$ cat src/design/tdu_pkg.sv
/*
  Constants, register map and carrier types of the tamper detection unit.
  Assumes a 32-bit APB slave port and a kernel clock used as mclk.
*/
package tdu_pkg;

  // ********************************************************************
  // Sizes and bus
  // ********************************************************************
  localparam int NIN_MAX = 8;
  localparam int NOUT_MAX = 16;
  localparam int ADDR_W = 8;
  localparam int DATA_W = 32;
  localparam int ROUTE_FW = 4;

  // ********************************************************************
  // Register offsets (byte addresses)
  // ********************************************************************
  localparam logic [7:0] OFS_CTRL = 8'h00;
  localparam logic [7:0] OFS_FILT = 8'h04;
  localparam logic [7:0] OFS_IRQEN = 8'h08;
  localparam logic [7:0] OFS_STAT = 8'h0c;
  localparam logic [7:0] OFS_CLR = 8'h10;
  localparam logic [7:0] OFS_ROUTE = 8'h14;
  localparam logic [7:0] OFS_ASSET = 8'h18;

  // ********************************************************************
  // Field positions
  // ********************************************************************
  localparam int CTRL_EN_LSB = 0;
  localparam int CTRL_TRG_LSB = 8;
  localparam int CTRL_AM_LSB = 16;
  localparam int CTRL_TS_BIT = 24;
  localparam int CTRL_BLK_BIT = 25;
  localparam int CTRL_SHARE_BIT = 26;
  localparam int CTRL_AFLT_BIT = 27;
  localparam int FILT_FREQ_LSB = 0;
  localparam int FILT_CNT_LSB = 3;
  localparam int FILT_PRCH_LSB = 5;
  localparam int FILT_PUDIS_BIT = 7;
  localparam int IRQ_PER_LSB = 0;
  localparam int IRQ_GLB_BIT = 8;
  localparam int STAT_FLAG_LSB = 0;
  localparam int STAT_TSF_BIT = 8;
  localparam int STAT_TIMESTAMP_OVERFLOW_FLAG_BIT = 9;
  localparam int ASSET_EN_BIT = 0;

  // ********************************************************************
  // Writable masks and reset values
  // ********************************************************************
  localparam logic [31:0] CTRL_WMASK = 32'h0fff_ffff;
  localparam logic [31:0] FILT_WMASK = 32'h0000_00ff;
  localparam logic [31:0] IRQEN_WMASK = 32'h0000_01ff;
  localparam logic [31:0] ASSET_WMASK = 32'h0000_0001;
  localparam logic [31:0] CTRL_RST = 32'h0000_0000;
  localparam logic [31:0] FILT_RST = 32'h0000_0000;
  localparam logic [2:0] FREQ_SLOWEST = 3'h0;

  // ********************************************************************
  // Timing
  // ********************************************************************
  localparam int KERNEL_HZ = 32768;
  localparam int SLOW_RATE_HZ = 1;
  localparam int SLOW_RATE_CYC = KERNEL_HZ / SLOW_RATE_HZ;
  localparam int FREQ_STEPS = 7;
  localparam int MIN_GAP_CYC = 16;
  localparam int ACT_PERIOD_DEF = 64;
  localparam int ACT_PERIOD_MIN = 4;
  localparam int ACT_FLT_MIN = 2;
  localparam int ACT_HIST_W = 4;
  localparam int LVL_CNT_W = 4;

  // ********************************************************************
  // Message generator
  // ********************************************************************
  localparam int LFSR_W = 16;
  localparam logic [15:0] LFSR_SEED = 16'hace1;
  localparam logic [15:0] LFSR_TAPS = 16'hb400;

  // ********************************************************************
  // Types
  // ********************************************************************
  typedef enum logic [1:0] {
    SMP_IDLE,
    SMP_PRECH,
    SMP_HOLD,
    SMP_SAMPLE
  } tdu_smp_state_t;

  typedef struct packed {
    logic psel;
    logic penable;
    logic pwrite;
    logic [ADDR_W-1:0] paddr;
    logic [DATA_W-1:0] pwdata;
  } tdu_apb_req_t;

  typedef struct packed {
    logic [DATA_W-1:0] prdata;
    logic pready;
    logic pslverr;
  } tdu_apb_rsp_t;

endpackage

$ cat src/design/tdu_top.sv
/*
  Tamper detection unit: passive edge/level detection with precharge and
  sampling, active message check, flags, interrupt, timestamp trigger and
  asset blocking, with an APB register port.
  Assumes mclk is the kernel clock and tamper pins are asynchronous inputs
  passed through a local two-stage synchroniser.
*/
// Contract
// - Filter count zero: enabled input detects on its selected single edge.
// - Trigger select resets to rising edge.
// - Edge mode: no periodic sampling and no precharge pulse.
// - Pull-up disable set: internal pull-up never applied.
// - Level mode: detect after 2, 4 or 8 consecutive samples at level.
// - Level mode precharge pulse lasts 1, 2, 4 or 8 kernel cycles.
// - Schmitt trigger off whenever pull-up is not applied; code keeps it on in edge mode, active mode and precharge with pull-up disabled.
// - Three-bit field selects sample rate 1 to 128 Hz at 32768 Hz.
// - Sample rate field resets to the slowest rate.
// - An input detects only while its enable bit is set.
// - Interrupt raised on detection with global or per-input enable.
// - Flag sticky; cleared by writing zero or by clear register.
// - Tamper-to-timestamp set: detection sets timestamp flag, and overflow flag if timestamp flag already set.
// - Tamper timestamp works regardless of ordinary timestamp enable.
// - Protected asset blocked after detection or while block bit set.
// - Active mode: send random message, flag input on mismatch.
// - Active input compares against same-index output by default.
// - Output share set: input compares against its selected output.
// - Active filter: tamper after two of four comparisons mismatch.
`timescale 1ns/1ps
module tdu_top #(
  parameter int NIN = 4,
  parameter int NOUT = 4,
  parameter int SAMPLE_BASE_CYC = tdu_pkg::SLOW_RATE_CYC,
  parameter int ACT_PERIOD_CYC = tdu_pkg::ACT_PERIOD_DEF,
  parameter bit FLAG_CLR_BY_REG = 1'b1
) (
  // Clock and reset
  input wire logic mclk,
  input wire logic rst_n,
  // APB slave
  input wire tdu_pkg::tdu_apb_req_t apb_req,
  output tdu_pkg::tdu_apb_rsp_t apb_rsp,
  // Backup domain write unlock
  input wire logic backup_write_unlock,
  // Tamper pins
  input wire logic [NIN-1:0] tamper_input_pin,
  output logic [NOUT-1:0] tamper_output_pin,
  output logic [NIN-1:0] pullup_en,
  output logic [NIN-1:0] schmitt_en,
  // Actions
  output logic irq,
  output logic ts_capture,
  output logic asset_block
);

  // ********************************************************************
  // Elaboration checks
  // ********************************************************************
  if (NIN < 1 || NIN > tdu_pkg::NIN_MAX)
    $error("NIN out of range");
  if (NOUT < 1 || NOUT > tdu_pkg::NOUT_MAX || NOUT > tdu_pkg::LFSR_W)
    $error("NOUT out of range");
  if (SAMPLE_BASE_CYC < (tdu_pkg::MIN_GAP_CYC << tdu_pkg::FREQ_STEPS))
    $error("SAMPLE_BASE_CYC too small for the fastest rate");
  if (ACT_PERIOD_CYC < tdu_pkg::ACT_PERIOD_MIN)
    $error("ACT_PERIOD_CYC too small");

  localparam int SELW = (NOUT > 1) ? $clog2(NOUT) : 1;

  // ********************************************************************
  // Registers and decoded fields
  // ********************************************************************
  logic [31:0] ctrl_reg;
  logic [31:0] filt_reg;
  logic [31:0] irqen_reg;
  logic [31:0] route_reg;
  logic [31:0] asset_reg;
  logic [NIN-1:0] flag_reg;
  logic [NIN-1:0] flag_next;
  logic tsf_reg;
  logic timestamp_overflow_flag_reg;
  logic [NIN-1:0] in_en;
  logic [NIN-1:0] trg_sel;
  logic [NIN-1:0] act_sel;
  logic [NIN-1:0] per_ie;
  logic [2:0] freq_sel;
  logic [1:0] flt_cnt;
  logic [1:0] prch_sel;
  logic pudis;
  logic edge_mode;
  logic ts_en;

  assign in_en = ctrl_reg[tdu_pkg::CTRL_EN_LSB +: NIN];
  assign trg_sel = ctrl_reg[tdu_pkg::CTRL_TRG_LSB +: NIN];
  assign act_sel = ctrl_reg[tdu_pkg::CTRL_AM_LSB +: NIN];
  assign per_ie = irqen_reg[tdu_pkg::IRQ_PER_LSB +: NIN];
  assign freq_sel = filt_reg[tdu_pkg::FILT_FREQ_LSB +: 3];
  assign flt_cnt = filt_reg[tdu_pkg::FILT_CNT_LSB +: 2];
  assign prch_sel = filt_reg[tdu_pkg::FILT_PRCH_LSB +: 2];
  assign pudis = filt_reg[tdu_pkg::FILT_PUDIS_BIT];
  assign edge_mode = (flt_cnt == 2'h0);
  assign ts_en = ctrl_reg[tdu_pkg::CTRL_TS_BIT];

  // ********************************************************************
  // APB access decode
  // ********************************************************************
  logic wr_go;
  logic wr_ok;
  logic rd_hit;
  logic [31:0] rd_data;
  logic [31:0] wd;
  logic [7:0] wa;

  assign wd = apb_req.pwdata;
  assign wa = apb_req.paddr;
  // Writes land only at the access edge that carries pready
  assign wr_go = apb_req.psel & apb_req.penable & apb_req.pwrite
    & apb_rsp.pready;
  // Writes are dropped silently while backup writes are locked
  assign wr_ok = wr_go & backup_write_unlock;

  // Read mux; unmapped offsets answer with an error
  always_comb
  begin
    rd_hit = 1'b1;
    rd_data = 32'h0;
    case (wa)
      tdu_pkg::OFS_CTRL: rd_data = ctrl_reg;
      tdu_pkg::OFS_FILT: rd_data = filt_reg;
      tdu_pkg::OFS_IRQEN: rd_data = irqen_reg;
      tdu_pkg::OFS_STAT:
      begin
        rd_data[tdu_pkg::STAT_FLAG_LSB +: NIN] = flag_reg;
        rd_data[tdu_pkg::STAT_TSF_BIT] = tsf_reg;
        rd_data[tdu_pkg::STAT_TIMESTAMP_OVERFLOW_FLAG_BIT] = timestamp_overflow_flag_reg;
      end
      tdu_pkg::OFS_CLR: rd_data = 32'h0;
      tdu_pkg::OFS_ROUTE: rd_data = route_reg;
      tdu_pkg::OFS_ASSET: rd_data = asset_reg;
      default: rd_hit = 1'b0;
    endcase
  end

  // Zero-wait slave: answer in the first access cycle
  always_ff @(posedge mclk or negedge rst_n)
  begin
    if (!rst_n)
      apb_rsp <= '0;
    else
    begin
      apb_rsp.pready <= apb_req.psel & ~apb_req.penable;
      apb_rsp.pslverr <= apb_req.psel & ~apb_req.penable & ~rd_hit;
      apb_rsp.prdata <= (apb_req.psel & ~apb_req.penable & ~apb_req.pwrite)
        ? rd_data : 32'h0;
    end
  end

  // Configuration registers
  always_ff @(posedge mclk or negedge rst_n)
  begin
    if (!rst_n)
    begin
      ctrl_reg <= tdu_pkg::CTRL_RST;
      filt_reg <= tdu_pkg::FILT_RST;
      irqen_reg <= 32'h0;
      route_reg <= 32'h0;
      asset_reg <= 32'h0;
    end
    else if (wr_ok)
    begin
      case (wa)
        tdu_pkg::OFS_CTRL: ctrl_reg <= wd & tdu_pkg::CTRL_WMASK;
        tdu_pkg::OFS_FILT: filt_reg <= wd & tdu_pkg::FILT_WMASK;
        tdu_pkg::OFS_IRQEN: irqen_reg <= wd & tdu_pkg::IRQEN_WMASK;
        tdu_pkg::OFS_ROUTE: route_reg <= wd;
        tdu_pkg::OFS_ASSET: asset_reg <= wd & tdu_pkg::ASSET_WMASK;
        default: ;
      endcase
    end
  end

  // ********************************************************************
  // Pin synchroniser and edge history
  // ********************************************************************
  logic [NIN-1:0] pin_s1_reg;
  logic [NIN-1:0] pin_s2_reg;
  logic [NIN-1:0] pin_prev_reg;

  // Only the second stage and later are looked at
  always_ff @(posedge mclk or negedge rst_n)
  begin
    if (!rst_n)
    begin
      pin_s1_reg <= '0;
      pin_s2_reg <= '0;
      pin_prev_reg <= '0;
    end
    else
    begin
      pin_s1_reg <= tamper_input_pin;
      pin_s2_reg <= pin_s1_reg;
      pin_prev_reg <= pin_s2_reg;
    end
  end

  // ********************************************************************
  // Sample rate and precharge sequencer
  // ********************************************************************
  tdu_pkg::tdu_smp_state_t smp_state_reg;
  tdu_pkg::tdu_smp_state_t smp_state_next;
  logic [31:0] smp_cnt_reg;
  logic [31:0] smp_period;
  logic smp_tick;
  logic [3:0] prch_len;
  logic [3:0] prch_cnt_reg;

  assign smp_period = 32'(SAMPLE_BASE_CYC) >> freq_sel;
  assign smp_tick = ~edge_mode & (smp_cnt_reg >= smp_period - 32'h1);
  assign prch_len = 4'h1 << prch_sel;

  // Divider is parked in edge mode so nothing is sampled there
  always_ff @(posedge mclk or negedge rst_n)
  begin
    if (!rst_n)
      smp_cnt_reg <= 32'h0;
    else if (edge_mode || smp_tick)
      smp_cnt_reg <= 32'h0;
    else
      smp_cnt_reg <= smp_cnt_reg + 32'h1;
  end

  // Precharge for prch_len cycles, one settle cycle, then sample
  always_comb
  begin
    smp_state_next = smp_state_reg;
    case (smp_state_reg)
      tdu_pkg::SMP_IDLE:
        if (smp_tick)
          smp_state_next = tdu_pkg::SMP_PRECH;
      tdu_pkg::SMP_PRECH:
        if (prch_cnt_reg == prch_len - 4'h1)
          smp_state_next = tdu_pkg::SMP_HOLD;
      tdu_pkg::SMP_HOLD: smp_state_next = tdu_pkg::SMP_SAMPLE;
      tdu_pkg::SMP_SAMPLE: smp_state_next = tdu_pkg::SMP_IDLE;
      default: smp_state_next = tdu_pkg::SMP_IDLE;
    endcase
    if (edge_mode)
      smp_state_next = tdu_pkg::SMP_IDLE;
  end

  always_ff @(posedge mclk or negedge rst_n)
  begin
    if (!rst_n)
    begin
      smp_state_reg <= tdu_pkg::SMP_IDLE;
      prch_cnt_reg <= 4'h0;
    end
    else
    begin
      smp_state_reg <= smp_state_next;
      prch_cnt_reg <= (smp_state_next == tdu_pkg::SMP_PRECH
        && smp_state_reg == tdu_pkg::SMP_PRECH)
        ? prch_cnt_reg + 4'h1 : 4'h0;
    end
  end

  // ********************************************************************
  // Pad control
  // ********************************************************************
  logic [NIN-1:0] passive_en;
  logic prech_win;

  assign passive_en = in_en & ~act_sel;
  assign prech_win = (smp_state_next == tdu_pkg::SMP_PRECH);

  // Pull-up only as a level-mode pulse; receiver on in edge mode, in active mode and in each precharge window
  always_ff @(posedge mclk or negedge rst_n)
  begin
    if (!rst_n)
    begin
      pullup_en <= '0;
      schmitt_en <= '0;
    end
    else
    begin
      pullup_en <= (~edge_mode & ~pudis & prech_win)
        ? passive_en : '0;
      schmitt_en <= (edge_mode ? passive_en : '0)
        | (prech_win ? passive_en : '0) | (in_en & act_sel);
    end
  end

  // ********************************************************************
  // Active message generator
  // ********************************************************************
  logic [15:0] act_cnt_reg;
  logic act_tick;
  logic [tdu_pkg::LFSR_W-1:0] lfsr_reg;

  assign act_tick = (act_cnt_reg == 16'(ACT_PERIOD_CYC - 1));

  // New message bit per output once each period
  always_ff @(posedge mclk or negedge rst_n)
  begin
    if (!rst_n)
    begin
      act_cnt_reg <= 16'h0;
      lfsr_reg <= tdu_pkg::LFSR_SEED;
      tamper_output_pin <= '0;
    end
    else
    begin
      act_cnt_reg <= act_tick ? 16'h0 : act_cnt_reg + 16'h1;
      if (act_tick)
      begin
        lfsr_reg <= lfsr_reg[0] ? ((lfsr_reg >> 1) ^ tdu_pkg::LFSR_TAPS)
          : (lfsr_reg >> 1);
        tamper_output_pin <= lfsr_reg[NOUT-1:0];
      end
    end
  end

  // ********************************************************************
  // Per-input detection
  // ********************************************************************
  logic [NIN-1:0] det;
  logic [NIN-1:0] act_mm;

  for (genvar i = 0; i < NIN; i++)
  begin : g_in
    logic [tdu_pkg::LVL_CNT_W-1:0] lvl_cnt_reg;
    logic [tdu_pkg::LVL_CNT_W-1:0] lvl_thr;
    logic [tdu_pkg::ACT_HIST_W-1:0] hist_reg;
    logic [tdu_pkg::ACT_HIST_W-1:0] hist_new;
    logic armed_reg;
    logic [SELW-1:0] osel;
    logic lvl_hit;
    logic edge_hit;
    logic lvl_det;
    logic act_det;
    logic [2:0] mm_sum;

    assign lvl_thr = tdu_pkg::LVL_CNT_W'(1) << flt_cnt;
    assign lvl_hit = trg_sel[i] ? ~pin_s2_reg[i] : pin_s2_reg[i];
    // Default edge is rising; the select picks falling
    assign edge_hit = trg_sel[i]
      ? (pin_prev_reg[i] & ~pin_s2_reg[i])
      : (~pin_prev_reg[i] & pin_s2_reg[i]);
    assign lvl_det = (smp_state_reg == tdu_pkg::SMP_SAMPLE) & lvl_hit
      & (lvl_cnt_reg + 1'b1 == lvl_thr);
    // Same-index output unless sharing picks another
    assign osel = ctrl_reg[tdu_pkg::CTRL_SHARE_BIT]
      ? route_reg[i*tdu_pkg::ROUTE_FW +: SELW]
      : SELW'(i % NOUT);
    assign act_mm[i] = armed_reg & act_tick
      & (pin_s2_reg[i] != tamper_output_pin[osel]);
    assign hist_new = {hist_reg[tdu_pkg::ACT_HIST_W-2:0], act_mm[i]};
    assign mm_sum = 3'(hist_new[0]) + 3'(hist_new[1])
      + 3'(hist_new[2]) + 3'(hist_new[3]);
    assign act_det = ctrl_reg[tdu_pkg::CTRL_AFLT_BIT]
      ? (act_tick & (mm_sum >= 3'(tdu_pkg::ACT_FLT_MIN)))
      : act_mm[i];
    assign det[i] = in_en[i] & (act_sel[i] ? act_det
      : (edge_mode ? edge_hit : lvl_det));

    // Consecutive-level counter restarts after each detection
    always_ff @(posedge mclk or negedge rst_n)
    begin
      if (!rst_n)
        lvl_cnt_reg <= '0;
      else if (edge_mode || !passive_en[i] || lvl_det)
        lvl_cnt_reg <= '0;
      else if (smp_state_reg == tdu_pkg::SMP_SAMPLE)
        lvl_cnt_reg <= lvl_hit ? lvl_cnt_reg + 1'b1 : '0;
    end

    // First period after enabling only arms the comparison
    always_ff @(posedge mclk or negedge rst_n)
    begin
      if (!rst_n)
      begin
        armed_reg <= 1'b0;
        hist_reg <= '0;
      end
      else if (!(in_en[i] && act_sel[i]))
      begin
        armed_reg <= 1'b0;
        hist_reg <= '0;
      end
      else if (act_tick)
      begin
        armed_reg <= 1'b1;
        hist_reg <= hist_new;
      end
    end
  end

  // ********************************************************************
  // Flags and actions
  // ********************************************************************
  logic [NIN-1:0] flag_clr;
  logic ts_ev;
  logic stat_wr;

  assign stat_wr = wr_ok & (wa == tdu_pkg::OFS_STAT);
  // Either write-zero on the flag or write-one to the clear register
  assign flag_clr = FLAG_CLR_BY_REG
    ? ((wr_ok && wa == tdu_pkg::OFS_CLR) ? wd[NIN-1:0] : '0)
    : (stat_wr ? ~wd[tdu_pkg::STAT_FLAG_LSB +: NIN] : '0);
  // Set beats clear in the same cycle
  assign flag_next = (flag_reg & ~flag_clr) | det;
  assign ts_ev = ts_en & (|det);

  always_ff @(posedge mclk or negedge rst_n)
  begin
    if (!rst_n)
      flag_reg <= '0;
    else
      flag_reg <= flag_next;
  end

  // Timestamp flags behave as for any timestamp source
  always_ff @(posedge mclk or negedge rst_n)
  begin
    if (!rst_n)
    begin
      tsf_reg <= 1'b0;
      timestamp_overflow_flag_reg <= 1'b0;
      ts_capture <= 1'b0;
    end
    else
    begin
      tsf_reg <= (tsf_reg & ~(stat_wr & ~wd[tdu_pkg::STAT_TSF_BIT]))
        | ts_ev;
      timestamp_overflow_flag_reg <= (timestamp_overflow_flag_reg & ~(stat_wr & ~wd[tdu_pkg::STAT_TIMESTAMP_OVERFLOW_FLAG_BIT]))
        | (ts_ev & tsf_reg);
      ts_capture <= ts_ev;
    end
  end

  // Level interrupt and asset gate follow the sticky flags
  always_ff @(posedge mclk or negedge rst_n)
  begin
    if (!rst_n)
    begin
      irq <= 1'b0;
      asset_block <= 1'b0;
    end
    else
    begin
      irq <= |(flag_next & (per_ie
        | {NIN{irqen_reg[tdu_pkg::IRQ_GLB_BIT]}}));
      asset_block <= asset_reg[tdu_pkg::ASSET_EN_BIT]
        & ((|flag_next) | ctrl_reg[tdu_pkg::CTRL_BLK_BIT]);
    end
  end

  logic [3:0] pu_run_reg;
  always_ff @(posedge mclk or negedge rst_n)
  begin
    if (!rst_n)
      pu_run_reg <= 4'h0;
    else
      pu_run_reg <= pullup_en[0] ? pu_run_reg + 4'h1 : 4'h0;
  end
endmodule // tdu_top

$ cat config.mk
export PLATFORM = sky130hd
export DESIGN_NAME = tdu_top
export DESIGN_NICKNAME = d
export VERILOG_FILES = /design/src/design/tdu_pkg.sv /design/src/design/tdu_top.sv
export SDC_FILE = /design/constraint.sdc
export NUM_CORES = 1
export LEC_CHECK = 0
export BUFFER_PORTS_ARGS = -buffer_cell sky130_fd_sc_hd__buf_4
export CORE_MARGIN = 2
export CORE_UTILIZATION = 54
export DETAILED_ROUTE_END_ITERATION = 6
export PLACE_DENSITY = 0.88
export SETUP_SLACK_MARGIN = 0.05
export SLEW_MARGIN = 30
export SYNTH_ARGS = -nofsm -noshare
export SYNTH_HDL_FRONTEND = slang
export SYNTH_SLANG_ARGS = --single-unit
$ cat constraint.sdc
create_clock -name mclk -period 3.55 [get_ports mclk]
set_clock_uncertainty 0.05 [all_clocks]
set_input_delay 1.065 -clock mclk [delete_from_list [all_inputs] [get_ports mclk]]
set_output_delay 1.065 -clock mclk [all_outputs]
set_load 0.05 [all_outputs]
# [After elaboration in Yosys (flattened, before gate mapping)]
# Cells that the tools add are included.
[classes] eq_ne=24 n_shift=3 n_reduce_logical=35 bitwise=81 addsub=21 mux=75 n_lt_le_gt_ge=9
[op_table] cell="4-bit two-way mux" count=17
[op_table] cell="32-bit two-way mux" count=2
[op_table] cell="1-bit AND" count=50
[op_table] cell="22-bit one-hot mux with 2 select lines" count=1
[op_table] cell="32-bit by 1-bit adder with 32-bit output, second input constant" count=1
[op_table] cell="32-bit greater-or-equal comparator" count=1
[op_table] cell="16-bit two-way mux" count=2
[op_table] cell="16-bit by 3-bit right shift with 32-bit output, first input constant" count=1
[op_table] cell="32-bit by 1-bit subtractor with 32-bit output, second input constant" count=1
[op_table] cell="1-bit two-way mux" count=30
[op_table] cell="8-bit by 5-bit == test with 1-bit output, second input constant" count=3
[op_table] cell="3-bit two-way mux" count=8
[op_table] cell="4-bit one-hot mux with 6 select lines" count=1
[op_table] cell="4-bit by 1-bit adder with 4-bit output, second input constant" count=5
[op_table] cell="4-bit == test" count=5
[op_table] cell="1-bit inverter" count=17
[op_table] cell="16-bit by 1-bit adder with 16-bit output, second input constant" count=1
[op_table] cell="4-bit AND" count=4
[op_table] cell="16-bit by 6-bit == test with 1-bit output, second input constant" count=1
[op_table] cell="8-bit by 4-bit == test with 1-bit output, second input constant" count=2
[op_table] cell="4-bit OR" count=4
[op_table] cell="2-bit one-hot mux with 4 select lines" count=2
[op_table] cell="4-bit one-hot mux with 4 select lines" count=1
[op_table] cell="2-bit two-way mux" count=7
[op_table] cell="25 further kinds" count=81
[word_totals] reg_bits=247

# [Depth between registers and ports, before layout]
[depth] ltp_word=17 depth_mapped=15

# [Worst setup path before layout]
# No wires, ideal clock.
[synth_timing] kind="flip-flop to flip-flop" start="register act_cnt_reg[14]" end="register timestamp_overflow_flag_reg" setup_ps=140 path_slack_ps=35 arrival_time_ps=3325 synth_period_minus_slack_ps=3515 required_time_ps=3360 path_stages_with_launch=13 n_path_buf=2 path_cell_list="dfrtp_1 or4_1 buf_2 nor4_4 clkbuf_1 nand3_1 fa_1 nand2b_1 a21oi_1 a31oi_1 o211ai_1 o41ai_1 o21ai_0"
[synth_between] elab_chain_len=15 elab_cells_between_ends=45 classes_between="add/sub (12); order compare (4); eq/ne (1); mux (8); bitwise (19); reduce/logical (1)"
[synth_lines] element="from (decl)" line_no="tdu_top.sv:295" rtl="logic [15:0] act_cnt_reg;"
[synth_lines] element="from (signal assigned)" line_no="tdu_top.sv:312" rtl="act_cnt_reg <= act_tick ? 16'h0 : act_cnt_reg + 16'h1;"
[synth_lines] element="16-bit by 6-bit == test with 1-bit output (*)" line_no="tdu_top.sv:299" rtl="assign act_tick = (act_cnt_reg == 16'(ACT_PERIOD_CYC - 1));"
[synth_lines] element="1-bit AND" line_no="tdu_top.sv:354" rtl="assign act_mm[i] = armed_reg & act_tick"
[synth_lines] element="1-bit AND" line_no="tdu_top.sv:355" rtl="& (pin_s2_reg[i] != tamper_output_pin[osel]);"
[synth_lines] element="1-bit by 1-bit adder with 2-bit output" line_no="tdu_top.sv:357" rtl="assign mm_sum = 3'(hist_new[0]) + 3'(hist_new[1])"
[synth_lines] element="2-bit by 1-bit adder with 3-bit output" line_no="tdu_top.sv:358" rtl="+ 3'(hist_new[2]) + 3'(hist_new[3]);"
[synth_lines] element="3-bit by 1-bit adder with 3-bit output" line_no="tdu_top.sv:358"
[synth_lines] element="3-bit by 2-bit greater-or-equal comparator with 1-bit output" line_no="tdu_top.sv:360" rtl="? (act_tick & (mm_sum >= 3'(tdu_pkg::ACT_FLT_MIN)))"
[synth_lines] element="1-bit AND" line_no="tdu_top.sv:360"
[synth_lines] element="1-bit two-way mux" line_no="tdu_top.sv:360"
[synth_lines] element="1-bit two-way mux" line_no="tdu_top.sv:362" rtl="assign det[i] = in_en[i] & (act_sel[i] ? act_det"
[synth_lines] element="1-bit AND" line_no="tdu_top.sv:362"
[synth_lines] element="4-bit OR reduction (*)" line_no="tdu_top.sv:411" rtl="assign ts_ev = ts_en & (|det);"
[synth_lines] element="1-bit AND (*)" line_no="tdu_top.sv:411"
[synth_lines] element="1-bit AND (*)" line_no="tdu_top.sv:435" rtl="| (ts_ev & tsf_reg);"
[synth_lines] element="1-bit OR (*)" line_no="tdu_top.sv:435"
[synth_lines] element="to (signal assigned)" line_no="tdu_top.sv:434" rtl="timestamp_overflow_flag_reg <= (timestamp_overflow_flag_reg & ~(stat_wr & ~wd[tdu_pkg::STAT_TIMESTAMP_OVERFLOW ..."
[synth_lines] element="to (decl)" line_no="tdu_top.sv:80" rtl="logic timestamp_overflow_flag_reg;"
# Mark *: on every way between the ends. The rest lies on a longest branch, timed or not.
# A chain may end at the register's enable or synchronous reset.

# [Worst setup path after layout]
[layout_timing] start="register act_cnt_reg[6]" end="register irq"
[layout_between] elab_chain_len=14 elab_cells_between_ends=44 classes_between="add/sub (12); order compare (4); eq/ne (1); mux (8); bitwise (18); reduce/logical (1)"
[layout_lines] element="16-bit by 6-bit == test with 1-bit output (*)" line_no="tdu_top.sv:299"
[layout_lines] element="1-bit AND" line_no="tdu_top.sv:354"
[layout_lines] element="1-bit AND" line_no="tdu_top.sv:355"
[layout_lines] element="1-bit by 1-bit adder with 2-bit output" line_no="tdu_top.sv:357"
[layout_lines] element="2-bit by 1-bit adder with 3-bit output" line_no="tdu_top.sv:358"
[layout_lines] element="3-bit by 1-bit adder with 3-bit output" line_no="tdu_top.sv:358"
[layout_lines] element="3-bit by 2-bit greater-or-equal comparator with 1-bit output" line_no="tdu_top.sv:360"
[layout_lines] element="1-bit AND" line_no="tdu_top.sv:360"
[layout_lines] element="1-bit two-way mux (*)" line_no="tdu_top.sv:360"
[layout_lines] element="1-bit two-way mux (*)" line_no="tdu_top.sv:362"
[layout_lines] element="1-bit AND (*)" line_no="tdu_top.sv:362"
[layout_lines] element="4-bit OR (*)" line_no="tdu_top.sv:410" rtl="assign flag_next = (flag_reg & ~flag_clr) | det;"
[layout_lines] element="named net flag_next[1]" line_no="tdu_top.sv:78" rtl="logic [NIN-1:0] flag_next;"
[layout_lines] element="4-bit AND (*)" line_no="tdu_top.sv:450" rtl="irq <= |(flag_next & (per_ie"
[layout_lines] element="4-bit OR reduction (*)" line_no="tdu_top.sv:450"
[layout_lines] element="to (signal assigned)" line_no="tdu_top.sv:450"
[layout_lines] element="to (decl)" line_no="tdu_top.sv:50" rtl="output logic irq,"
# The timed path passes the listed nets; every way through them passes the cells marked *.

==> results.toml <==
[outcome]
status = "finished, violations left"
violations = "negative setup slack"

[critical_path]
cp-start-kind = "flip-flop"
r2r_end = "irq"
endpoint_kind = "flip-flop"
path_cells = "or4_4 -> nor4_4 -> buf_6 -> o211ai_1 -> fa_1 -> nand2b_4 -> a21oi_2 -> a31oi_1 -> o221ai_2 -> a21o_1 -> a222oi_1 -> o21ai_1"
rr_startpoint = "act_cnt_reg[6]"
critPathMaxFanout = 7
r2r_setup_slack_ps = -30
cp.required_ps = 3910
cp.arrival_ps = 3940
cp_slowest_cell = "fa_1"
crit_type = "reg2reg"
max_stage_delay_ps = 590
reg2reg_depth = 12

[finish]
nets = 1197
diodes = 0
final_layout_size_suffix_gt1_share_pct = 26.0
stdcell_area_sq_um = 13300
largest_reg_flops = 34
utilization_pct = 66.3
area_delta_synth_final_pct = 21.1
final_cells = 1418

[place]
portBuffers = 98
postPlaceCellArea_sq_um = 12200
dp.cells = 1360
place_congestion = 0.890
pre_cts_slack_ps = -103
place_hpwl_um = 18100

[die]
die_y_um = 147
rows = 52
die_w_um = 147
start_util_pct = 54.8
coreArea_sq_um = 20100
boundaryPins = 99
die_area_sq_um = 21600

[yosys]
synth-adder-area-share_pct = 2.43
ys_warn_count = 0
synthTopCellsByCount = "237 x dfrtp_1, 111 x nand2_1, 96 x nor2_1, 80 x mux2_2"
netlist.area_leader.share_pct = 53.9
synth_xor_area_share_pct = 4.26
synth_top_area_cell = "dfrtp_1"
synth-simple-area-share_pct = 16.7
synth-main-ff-cell = "dfrtp_1"
yosysMostFrequentCell = "dfrtp_1"
synth_compound_area_share_pct = 9.28
seq_area_frac_synth_pct = 55.8
synth_top_family_by_area = "simple AND/OR/NAND/NOR gates"
postSynthAreaPerCell_sq_um = 11.1
netlist_area_sq_um = 11000
synth-edff-count = 0
yosys_register_bits = 245
synth.mux.area_fraction_pct = 9.30
postSynth.asyncResetShare_pct = 100
yosys-top-cells-area = "dfrtp_1 54%, mux2_2 8.2%, nand2_1 3.8%, nor2_1 3.3%, xor2_1 2.1%"
synth.distinct_cells = 76
syn_inst = 991

[sta]
slew_violations = 0
finalWorstSetupSlack_ps = -28.7
hold_viol_final = 0
finalCritPeriodShare_pct = 101
rsz0062_at_grt = "true"
worstMarginPinSlew_ps = 907
relSlewSlack_pct = 39.5
fmax_mhz = 279
hold_slack_ps = 297
fin_crit_ps = 3580
setup_viol_count_final = 1

[grt]
grt_max_degree = 77
grt_pass1_vias = 8694
overflow = 0
track_usage_pct = 26.2
grt_pass1_wl_um = 45500
antenna_found_initial = 1

[min_path]
whs_path_depth = 0
hold_path_end = "pin_s2_reg[0]"
worst_hold_startpoint = "pin_s1_reg[0]"
hp-class = "reg2reg"

[power]
peakVddDrop_uv = 346
leakage_nw = 6.28
powerDensity_nw_per_um2 = 456

[cts]
clockBufferDepth = 3
clk_pin_slew_worst_paths_ps = 60
cts_hold_buf = 0
cts_buffers = 26
clock_latency_ps = 540
root_buffer = "clkbuf_16"
h-tree-depth = 1
cts_sinks = 245
cts_tree = "built"

[route]
detail-route-antenna-nets = 0
num_vias = 8444
wl_um = 28200
routed_via_density = 5.95
routedWlPerCell_um = 19.9
drt-pass1-iter-count = 6
dr.first_iter.drc_count = 831
drcViolationCount = 0

[run]
cap_violations = 0
layer usage:
metal,wire length [um],global-route usage [%]
met1,10800,34.3
met5,14,0
met4,1020,8.93
met2,13800,44.0
met3,2530,5.25
what timing repair did:
item | 4_1_cts | 5_1_grt
buffers inserted | 3 | 7
gates resized for setup | 4 | 5
hold endpoints to repair | 0 | 0
setup endpoints to repair | 5 | 5
gates cloned | 0 | 0
pin swaps | 2 | 9
layout make-up:
| type | count | area (sq um) |
|---|---|---|
| repair buffers | 133 | 1060 |
| flip-flops and latches | 245 | 6140 |
| well taps | 270 | 338 |
| clock buffers | 36 | 758 |
| inverters | 22 | 82.6 |
| fillers | 1370 | 6770 |
| clock inverters | 12 | 231 |
| multi-input cells | 700 | 4730 |
how the worst max path moves through the flow:
stage	start	slack, ps	cells after the start	to
after floorplan	act_cnt_reg[14]	130	12	timestamp_overflow_flag_reg
after global placement	act_cnt_reg[14]	20	12	timestamp_overflow_flag_reg
after detailed placement	act_cnt_reg[14]	-100	12	timestamp_overflow_flag_reg
after CTS	act_cnt_reg[14]	90	13	irq
after global routing	act_cnt_reg[6]	-200	12	irq
final	act_cnt_reg[6]	-30	12	irq
layout by cell type (no fill, tap or decap), types with 5 or more instances in the layout:
cell type,count
dfstp_2,8
nand2b_1,17
o21a_1,6
or2_2,8
nand2_1,111
conb_1,16
dfrtp_1,237
xor2_1,27
a211oi_1,5
mux2i_1,9
inv_1,22
buf_4,127
mux2_2,80
o21ai_0,29
clkbuf_16,26
xnor2_1,24
a22oi_1,25
or3_1,5
nor2_1,96
ha_1,15
nor4_1,6
clkbuf_8,7
a21o_1,7
a21oi_1,38
nand3_1,39
bufinv_16,6
a31oi_1,11
and3_1,15
nor3_1,14
critical path, delay by kind of cell, from the launching register on:
kind	cells	cell delay, ps
DFF	1	390
AOI/OAI and AO/OA	7	1220
adders and majority gates	1	590
buffers and inverters	1	180
and+or+nand+nor	3	1030
logic make-up (layout without fill, tap and decap cells):
group,Yosys count,count (layout)
buf+inv,60,203
flops,245,245
mux,92,92
other cells,2,16
compound gates,157,157
simple gates,364,364
xor+xnor,52,52
fa+ha+maj,19,19
report_power, final:
group          internal [mW]  switching (mW)
clock                   1.93            1.15
combinational         0.0607           0.111
sequential              2.81          0.0148
through the flow:
| stage | TNS [ps] | power [mW] |
|---|---|---|
| finish | -28.7 | 6.08 |
| global route | -482 | 6.24 |
| CTS | 0 | 6.10 |
| detailed placement | -207 | 3.05 |
| global placement | 0 | 3.04 |
| floorplan | 0 | 2.92 |
No activity file was read; power rests on OpenSTA's default activity.
